**src/inc/tmtc_pkg.sv**
```systemverilog
package tmtc_pkg;
    // ========================================
    // register addresses
    localparam logic [15:0] mode_ctrl_addr    = 16'hff48;
    localparam logic [15:0] tone_ctrl_addr    = 16'hff49;
    localparam logic [15:0] counter_lo_addr   = 16'hff4a;
    localparam logic [15:0] counter_hi_addr   = 16'hff4b;
    localparam logic [15:0] match_lo_addr     = 16'hff4c;
    localparam logic [15:0] match_hi_addr     = 16'hff4d;
    localparam logic [15:0] capture_lo_addr   = 16'hff4e;
    localparam logic [15:0] capture_hi_addr   = 16'hff4f;
    // ========================================
    // reset values
    localparam logic [7:0]  mode_ctrl_reset   = 8'h00;
    localparam logic [7:0]  tone_ctrl_reset   = 8'h00;
    localparam logic [15:0] match_reset       = 16'hffff;
    localparam logic [15:0] counter_reset     = 16'h0000;
    // ========================================
    // mode control field positions
    localparam int output_level_pos  = 7;
    localparam int overflow_pos      = 6;
    localparam int capture_edge_pos  = 4;
    localparam int toggle_enable_pos = 3;
    localparam int count_clock_pos   = 1;
    localparam int output_enable_pos = 0;
    // tone control field positions
    localparam int tone_div_pos      = 1;
    localparam int tone_enable_pos   = 0;
    localparam logic [7:0] tone_ctrl_mask = 8'h0f;
    // ========================================
    // count clock divide ratios of the main clock
    localparam logic [7:0] div_main4   = 8'h03;
    localparam logic [7:0] div_main64  = 8'h3f;
    localparam logic [7:0] div_main128 = 8'h7f;
    localparam int capture_latency_cycles = 2;
    typedef enum logic [1:0]
    {
        clk_main4   = 2'b00,
        clk_main64  = 2'b01,
        clk_main128 = 2'b10,
        clk_sub     = 2'b11
    } tmtc_clksel_type;
    typedef enum logic [1:0]
    {
        edge_off  = 2'b00,
        edge_rise = 2'b01,
        edge_fall = 2'b10,
        edge_both = 2'b11
    } tmtc_edge_type;
endpackage

```
**src/verilog/tmtc_tone_gen.sv**
```systemverilog
module tmtc_tone_gen
(
    input  wire logic       ref_clk,   // system clock
    input  wire logic       srst,      // synchronous reset
    input  wire logic       tick,      // count clock enable pulse
    input  wire logic [2:0] div_sel,   // divider select code
    output logic            tone       // square wave
);
    logic [12:0] pre_reg;
    logic [12:0] pre_next;
    logic        tone_reg;
    logic        tone_next;
    logic [3:0]  tap;

    // ========================================
    // half-period tap: divide by 2^(tap+1)
    always_comb
    begin
        case (div_sel)
            3'b000:  tap = 4'h3;
            3'b001:  tap = 4'h4;
            3'b010:  tap = 4'h7;
            3'b011:  tap = 4'h8;
            3'b100:  tap = 4'h9;
            3'b101:  tap = 4'ha;
            3'b110:  tap = 4'hb;
            default: tap = 4'hc;
        endcase
        pre_next  = pre_reg;
        tone_next = tone_reg;
        if (tick)
        begin
            pre_next  = pre_reg + 13'h0001;
            tone_next = pre_next[tap];
        end
    end

    always_ff @(posedge ref_clk)
    begin
        if (srst)
        begin
            pre_reg  <= 13'h0000;
            tone_reg <= 1'b0;
        end
        else
        begin
            pre_reg  <= pre_next;
            tone_reg <= tone_next;
        end
    end

    assign tone = tone_reg;
endmodule

```
**src/verilog/tmtc_timer.sv**
```systemverilog
// How it works
// - reset clears the mode control register to zero
// - mode control accepts bit and byte writes
// - overflow flag bit 6 sets on overflow, stays until reset or cleared
// - capture edge field: off, rising, falling, both edges
// - toggle enable bit blocks or permits output inversion
// - count clock select: main/4, main/64, main/128, subclock
// - output enable off leaves port pin, on drives timer level
// - reset clears tone control register to zero
// - tone divides count clock by 16 up to 8192
// - tone pin enable puts tone on its pin
// - subclock with tone enabled disables capture and counter readout
// - counter runs freely, not cleared on match
// - match raises irq and toggles output when inversion and output enable are both set
// - capture copies counter within two clocks, held until next edge
module tmtc_timer
(
    input  wire logic        ref_clk,        // 50 MHz clock
    input  wire logic        srst,           // synchronous reset
    input  wire logic [15:0] addr,           // register address
    input  wire logic        wr_en,          // write strobe
    input  wire logic        rd_en,          // read strobe
    input  wire logic [7:0]  wdata,          // write data byte
    input  wire logic [7:0]  bit_mask,       // lanes written, all ones for byte
    output logic [7:0]       rdata,          // read data
    input  wire logic        subclock_tick,  // subclock edge pulse
    input  wire logic        capture_input_pin, // capture input
    input  wire logic        port_latch,     // port value when timer output off
    output logic             timer_out_pin,  // timer output pin
    output logic             tone_out_pin,   // tone output pin
    output logic             match_irq       // match request pulse
);
    logic [7:0]  mode_reg;
    logic [7:0]  mode_next;
    logic [7:0]  tone_reg;
    logic [7:0]  tone_next;
    logic [15:0] free_counter_reg;
    logic [15:0] free_counter_next;
    logic [15:0] match_value_reg;
    logic [15:0] match_value_next;
    logic [15:0] capture_value_reg;
    logic [15:0] capture_value_next;
    logic [7:0]  read_hold_reg;
    logic [7:0]  read_hold_next;
    logic        out_level_reg;
    logic        out_level_next;
    logic        cap_prev_reg;
    logic        cap_prev_next;
    logic        irq_reg;
    logic        irq_next;
    logic [7:0]  div_reg;
    logic [7:0]  div_next;
    logic [7:0]  rdata_reg;
    logic [7:0]  rdata_next;
    logic        tick;
    logic        overflow;
    logic        match_hit;
    logic        cap_edge;
    logic        unsync;
    logic        tone;
    logic [7:0]  div_limit;
    tmtc_pkg::tmtc_clksel_type clk_sel;
    tmtc_pkg::tmtc_edge_type   edge_sel;

    function automatic logic [7:0] merge(input logic [7:0] old_v, input logic [7:0] new_v,
                                         input logic [7:0] m);
        merge = (old_v & ~m) | (new_v & m);
    endfunction

    assign clk_sel  = tmtc_pkg::tmtc_clksel_type'(mode_reg[tmtc_pkg::count_clock_pos +: 2]);
    assign edge_sel = tmtc_pkg::tmtc_edge_type'(mode_reg[tmtc_pkg::capture_edge_pos +: 2]);
    assign unsync   = (clk_sel == tmtc_pkg::clk_sub) && tone_reg[tmtc_pkg::tone_enable_pos];

    // ========================================
    // count clock divider
    always_comb
    begin
        case (clk_sel)
            tmtc_pkg::clk_main4:   div_limit = tmtc_pkg::div_main4;
            tmtc_pkg::clk_main64:  div_limit = tmtc_pkg::div_main64;
            tmtc_pkg::clk_main128: div_limit = tmtc_pkg::div_main128;
            default:               div_limit = 8'h00;
        endcase
        if (clk_sel == tmtc_pkg::clk_sub)
        begin
            tick     = subclock_tick;
            div_next = 8'h00;
        end
        else
        begin
            tick     = (div_reg >= div_limit);
            div_next = tick ? 8'h00 : div_reg + 8'h01;
        end
    end

    // ========================================
    // counter, match, capture, output level
    always_comb
    begin
        overflow  = tick && (free_counter_reg == 16'hffff);
        match_hit = tick && (free_counter_reg + 16'h0001 == match_value_reg);
        case (edge_sel)
            tmtc_pkg::edge_rise: cap_edge = capture_input_pin & ~cap_prev_reg;
            tmtc_pkg::edge_fall: cap_edge = ~capture_input_pin & cap_prev_reg;
            tmtc_pkg::edge_both: cap_edge = capture_input_pin ^ cap_prev_reg;
            default:             cap_edge = 1'b0;
        endcase
        cap_prev_next = capture_input_pin;
        // free run, no clear on match
        free_counter_next = tick ? free_counter_reg + 16'h0001 : free_counter_reg;
        // capture within two clocks; disabled when unsynced
        capture_value_next = (cap_edge && !unsync) ? free_counter_reg : capture_value_reg;
        // match irq and toggle; toggle gate
        irq_next       = match_hit;
        out_level_next = out_level_reg;
        if (!mode_reg[tmtc_pkg::output_enable_pos])
            out_level_next = 1'b0;
        else if (match_hit && mode_reg[tmtc_pkg::toggle_enable_pos])
            out_level_next = ~out_level_reg;
    end

    // ========================================
    // register writes and reads
    always_comb
    begin
        mode_next        = mode_reg;
        tone_next        = tone_reg;
        match_value_next = match_value_reg;
        read_hold_next   = read_hold_reg;
        rdata_next       = rdata_reg;
        if (wr_en)
        begin
            case (addr)
                tmtc_pkg::mode_ctrl_addr: mode_next = merge(mode_reg, wdata, bit_mask);
                tmtc_pkg::tone_ctrl_addr:
                    tone_next = merge(tone_reg, wdata, bit_mask) & tmtc_pkg::tone_ctrl_mask;
                tmtc_pkg::match_lo_addr:
                    match_value_next[7:0] = merge(match_value_reg[7:0], wdata, bit_mask);
                tmtc_pkg::match_hi_addr:
                    match_value_next[15:8] = merge(match_value_reg[15:8], wdata, bit_mask);
                default: ;
            endcase
        end
        mode_next[tmtc_pkg::output_level_pos] = out_level_next;
        // overflow sets, set wins over clear
        if (overflow)
            mode_next[tmtc_pkg::overflow_pos] = 1'b1;
        if (rd_en)
        begin
            case (addr)
                tmtc_pkg::mode_ctrl_addr: rdata_next = mode_reg;
                tmtc_pkg::tone_ctrl_addr: rdata_next = tone_reg;
                tmtc_pkg::counter_lo_addr:
                begin
                    rdata_next     = unsync ? 8'h00 : free_counter_reg[7:0];
                    read_hold_next = unsync ? 8'h00 : free_counter_reg[15:8];
                end
                tmtc_pkg::counter_hi_addr: rdata_next = read_hold_reg;
                tmtc_pkg::match_lo_addr:   rdata_next = match_value_reg[7:0];
                tmtc_pkg::match_hi_addr:   rdata_next = match_value_reg[15:8];
                tmtc_pkg::capture_lo_addr: rdata_next = capture_value_reg[7:0];
                tmtc_pkg::capture_hi_addr: rdata_next = capture_value_reg[15:8];
                default:                   rdata_next = 8'h00;
            endcase
        end
    end

    always_ff @(posedge ref_clk)
    begin
        if (srst)
        begin
            mode_reg          <= tmtc_pkg::mode_ctrl_reset;
            tone_reg          <= tmtc_pkg::tone_ctrl_reset;
            free_counter_reg  <= tmtc_pkg::counter_reset;
            match_value_reg   <= tmtc_pkg::match_reset;
            capture_value_reg <= 16'h0000;
            read_hold_reg     <= 8'h00;
            out_level_reg     <= 1'b0;
            cap_prev_reg      <= 1'b0;
            irq_reg           <= 1'b0;
            div_reg           <= 8'h00;
            rdata_reg         <= 8'h00;
        end
        else
        begin
            mode_reg          <= mode_next;
            tone_reg          <= tone_next;
            free_counter_reg  <= free_counter_next;
            match_value_reg   <= match_value_next;
            capture_value_reg <= capture_value_next;
            read_hold_reg     <= read_hold_next;
            out_level_reg     <= out_level_next;
            cap_prev_reg      <= cap_prev_next;
            irq_reg           <= irq_next;
            div_reg           <= div_next;
            rdata_reg         <= rdata_next;
        end
    end

    // ========================================
    // tone generator
    // tone divider
    tmtc_tone_gen i_tmtc_tone_gen
    (
        .ref_clk (ref_clk),
        .srst    (srst),
        .tick    (tick),
        .div_sel (tone_reg[tmtc_pkg::tone_div_pos +: 3]),
        .tone    (tone)
    );

    assign tone_out_pin  = tone & tone_reg[tmtc_pkg::tone_enable_pos];
    assign timer_out_pin = mode_reg[tmtc_pkg::output_enable_pos] ? out_level_reg : port_latch;
    assign match_irq     = irq_reg;
    assign rdata         = rdata_reg;
endmodule

```
**config.mk**
```make
export PLATFORM = sky130hd
export DESIGN_NAME = tmtc_timer
export DESIGN_NICKNAME = d
export VERILOG_FILES = /design/src/inc/tmtc_pkg.sv /design/src/verilog/tmtc_tone_gen.sv /design/src/verilog/tmtc_timer.sv
export SDC_FILE = /design/constraint.sdc
export NUM_CORES = 1
export LEC_CHECK = 0
export ABC_AREA = 1
export BUFFER_PORTS_ARGS = -buffer_cell sky130_fd_sc_hd__buf_2
export CAP_MARGIN = 0
export CORE_MARGIN = 2
export CORE_UTILIZATION = 52
export CTS_CLUSTER_DIAMETER = 80
export DETAILED_ROUTE_END_ITERATION = 10
export PLACE_DENSITY_LB_ADDON = 0.08
export SYNTH_ARGS = -nofsm -noshare
export SYNTH_HDL_FRONTEND = slang
export SYNTH_SLANG_ARGS = --single-unit
```
**constraint.sdc**
```tcl
create_clock -name ref_clk -period 2.35 [get_ports ref_clk]
set_clock_uncertainty 0.15 [all_clocks]
set_input_delay 0.1175 -clock ref_clk [delete_from_list [all_inputs] [get_ports ref_clk]]
set_output_delay 0.1175 -clock ref_clk [all_outputs]
set_load 0.05 [all_outputs]
```
==> flow_summary.yaml <==
synthesis:
  ys.flop_type: "dfxtp_1"
  synth_edf_count: 0
  yosysWarnings: 0
  ys_seq_elements: 100
  synth_area_um2: 5693
  synth.avg_cell_area_um2: 6.737
  async_flop_share_pct: 0
  yosysSeqAreaShare_pct: 35.16
  netlist_instances: 845
  synthesis.nets: 898
  ys_types: 38
clock_network:
  clock-sinks: 100
  cts_buffers: 9
  htree_levels: 3
  cts.clk_slew.worst_paths_ns: 0.10
  clk_path_buf_depth: 2
  cts_tree: "built"
  cts_root_buf: "clkbuf_8"
  clock_latency_ns: 0.41
timing:
  layout_setup_ws_ns: 0.05233
  max_slew.worst_pin.slew_ns: 0.5190
  drv_slew: 0
  rsz0062_at_grt: "true"
  fmax_ghz: 0.4352
  hold_slack_ns: 0.1136
  relSlewSlack_pct: 65.14
  period_share_pct: 97.77
  setup_violations: 0
  fin_crit_ns: 2.298
  hold_viol_final: 0
floorplan:
  rows: 38
  core_um2: 10750
  ioPinCount: 50
  die_x_um: 108.6
  die_h_um: 108.6
  initial_core_util_pct: 52.98
  dieArea_um2: 11800
detailed_routing:
  wirelength_um: 18330
  drcViolationCount: 0
  antenna_left: 0
  drt-pass1-iter-count: 6
  viasPerCell: 5.638
  drt_iter0_drc: 596
  wl_per_cell_um: 16.85
  num_vias: 6134
cells_and_area:
  nets: 996
  seq_area_um2: 2011
  drive_gt1_share_pct: 18.25
  fill_cells: 1004
  syn_to_final_growth_pct: 22.11
  multi_input_area_um2: 3276
  diodes: 0
  final_util_pct: 64.69
pwr:
  p_leak_nw: 2.932
  ir_drop_uv: 668.8
  power_mw: 5.258
  powerDensity_nw_per_um2: 756.4
grt:
  grt_max_degree: 60
  grt_pass1_vias: 5566
  grt_use_total_pct: 31.45
  antenna_found_initial: 0
  grt_pass1_wl_um: 28040
  overflow: 0
critical_path:
  r2r_slack_ns: 0.05
  critPathKind: "reg2reg"
  crit_path_end_kind: "flip-flop"
  cp_max_fo: 17
  crit_required_ns: 2.50
  critical_path_arrival_ns: 2.44
  start_kind: "flip-flop"
placement:
  gp_congestion: 0.9665
  dp_hpwl_um: 13340
  place_ws_ns: -0.07252
  port_buffers: 49
flow_run:
  maxCapViolCount: 0
run_status:
  status: "finished, final reports clean"
min_path:
  hold_path.class: "in2reg"
## routing by layer
| metal | vias to the layer above | part of all wire (%) | routed length, µm | GRT usage [%] |
|---|---|---|---|---|
| met1 | 2827 | 43 | 7833 | 41.13 |
| met5 | - | 0 | 0 | 0 |
| met3 | 39 | 8.1 | 1491 | 6.037 |
| li1 | 3008 | - | - | - |
| met2 | 260 | 46 | 8492 | 51.52 |
| met4 | 0 | 2.8 | 516 | 11.81 |
## layout make-up
cell class,count,area share [%]
clock buffer,11,2.034
clock inverter,5,0.8819
inverter,112,6.138
multi-input combinational,608,47.12
sequential,100,28.92
tap,140,2.520
timing repair buffer,112,12.38
## where the power goes
group / total (mW) / internal [mW] / leakage, nW / switching [mW]
logic: 1.81 / 0.737 / 2.02 / 1.07
clock network: 1.17 / 0.525 / 0.103 / 0.648
registers: 2.28 / 1.95 / 0.812 / 0.329
total: 5.26 / 3.21 / 2.93 / 2.05
## critical path, stage by stage (launching register included)
cell     delay (ns)
dfxtp_4        0.38
inv_4          0.04
ha_4           0.29
ha_1           0.25
a21o_1         0.20
a21oi_2        0.12
nand4_1        0.12
nand2_2        0.15
inv_2          0.09
buf_12         0.16
o21ai_0        0.17
a31oi_1        0.07
## logic make-up after synthesis
kind of cell               share of synthesized area, %
and+or+nand+nor                                   34.77
xor gates and xnor gates                          2.154
buffers and inverters                             9.253
DFF                                               35.16
muxes                                            0.1758
AOI/OAI and AO/OA                                 15.41
adders and majority gates                         3.077
## cell usage after synthesis (10+ instances only)
cell / number / area (µm²)
a211oi_1: 11 / 82.58
a21oi_1: 56 / 280.3
clkbuf_1: 21 / 78.83
dfxtp_1: 100 / 2002
ha_1: 14 / 175.2
inv_1: 105 / 394.1
nand2_1: 157 / 589.3
nand2_2: 13 / 81.33
nand3_1: 114 / 570.6
nand4_1: 19 / 118.9
nor2_1: 68 / 255.2
o21ai_0: 76 / 380.4
o22ai_1: 10 / 62.56
xor2_1: 11 / 96.34
## path summary, 6_finish.rpt
check	from	to	cells after the start
setup / recovery	flip-flop	free_counter_reg[14]	11
hold / removal	addr[0]	read_hold_reg[6]	6
setup reg to reg	flip-flop	free_counter_reg[14]	11
hold reg to reg	capture_value_reg[3]	capture_value_reg[3]	2
## cell usage in the layout, fill, tap and decap left out, types with 28 or more instances in the layout
cell / instances
a21oi_1: 53
buf_2: 49
buf_4: 30
dfxtp_1: 97
dlygate4sd3_1: 28
inv_1: 100
nand2_1: 154
nand3_1: 114
nor2_1: 66
o21ai_0: 70
## per-stage QoR
stage               area (µm²)  TNS [ns]  cells
floorplan                 5693         0    845
global placement          6241         0   1035
detailed placement        6241   -0.6263   1035
CTS                       6741         0   1079
global route              6952   -0.2892   1088
finish                    6952         0   1088
## what timing repair did
action / in CTS / in global routing
setup buffers: 0 / 7
gates cloned: 0 / 2
hold buffers: 28 / 0
resized for setup: 4 / 33
pin swaps: 0 / 13
setup endpoints to repair: 21 / 27
endpoints found under the hold margin: 42 / 0
(Power assumes the default switching activity.)
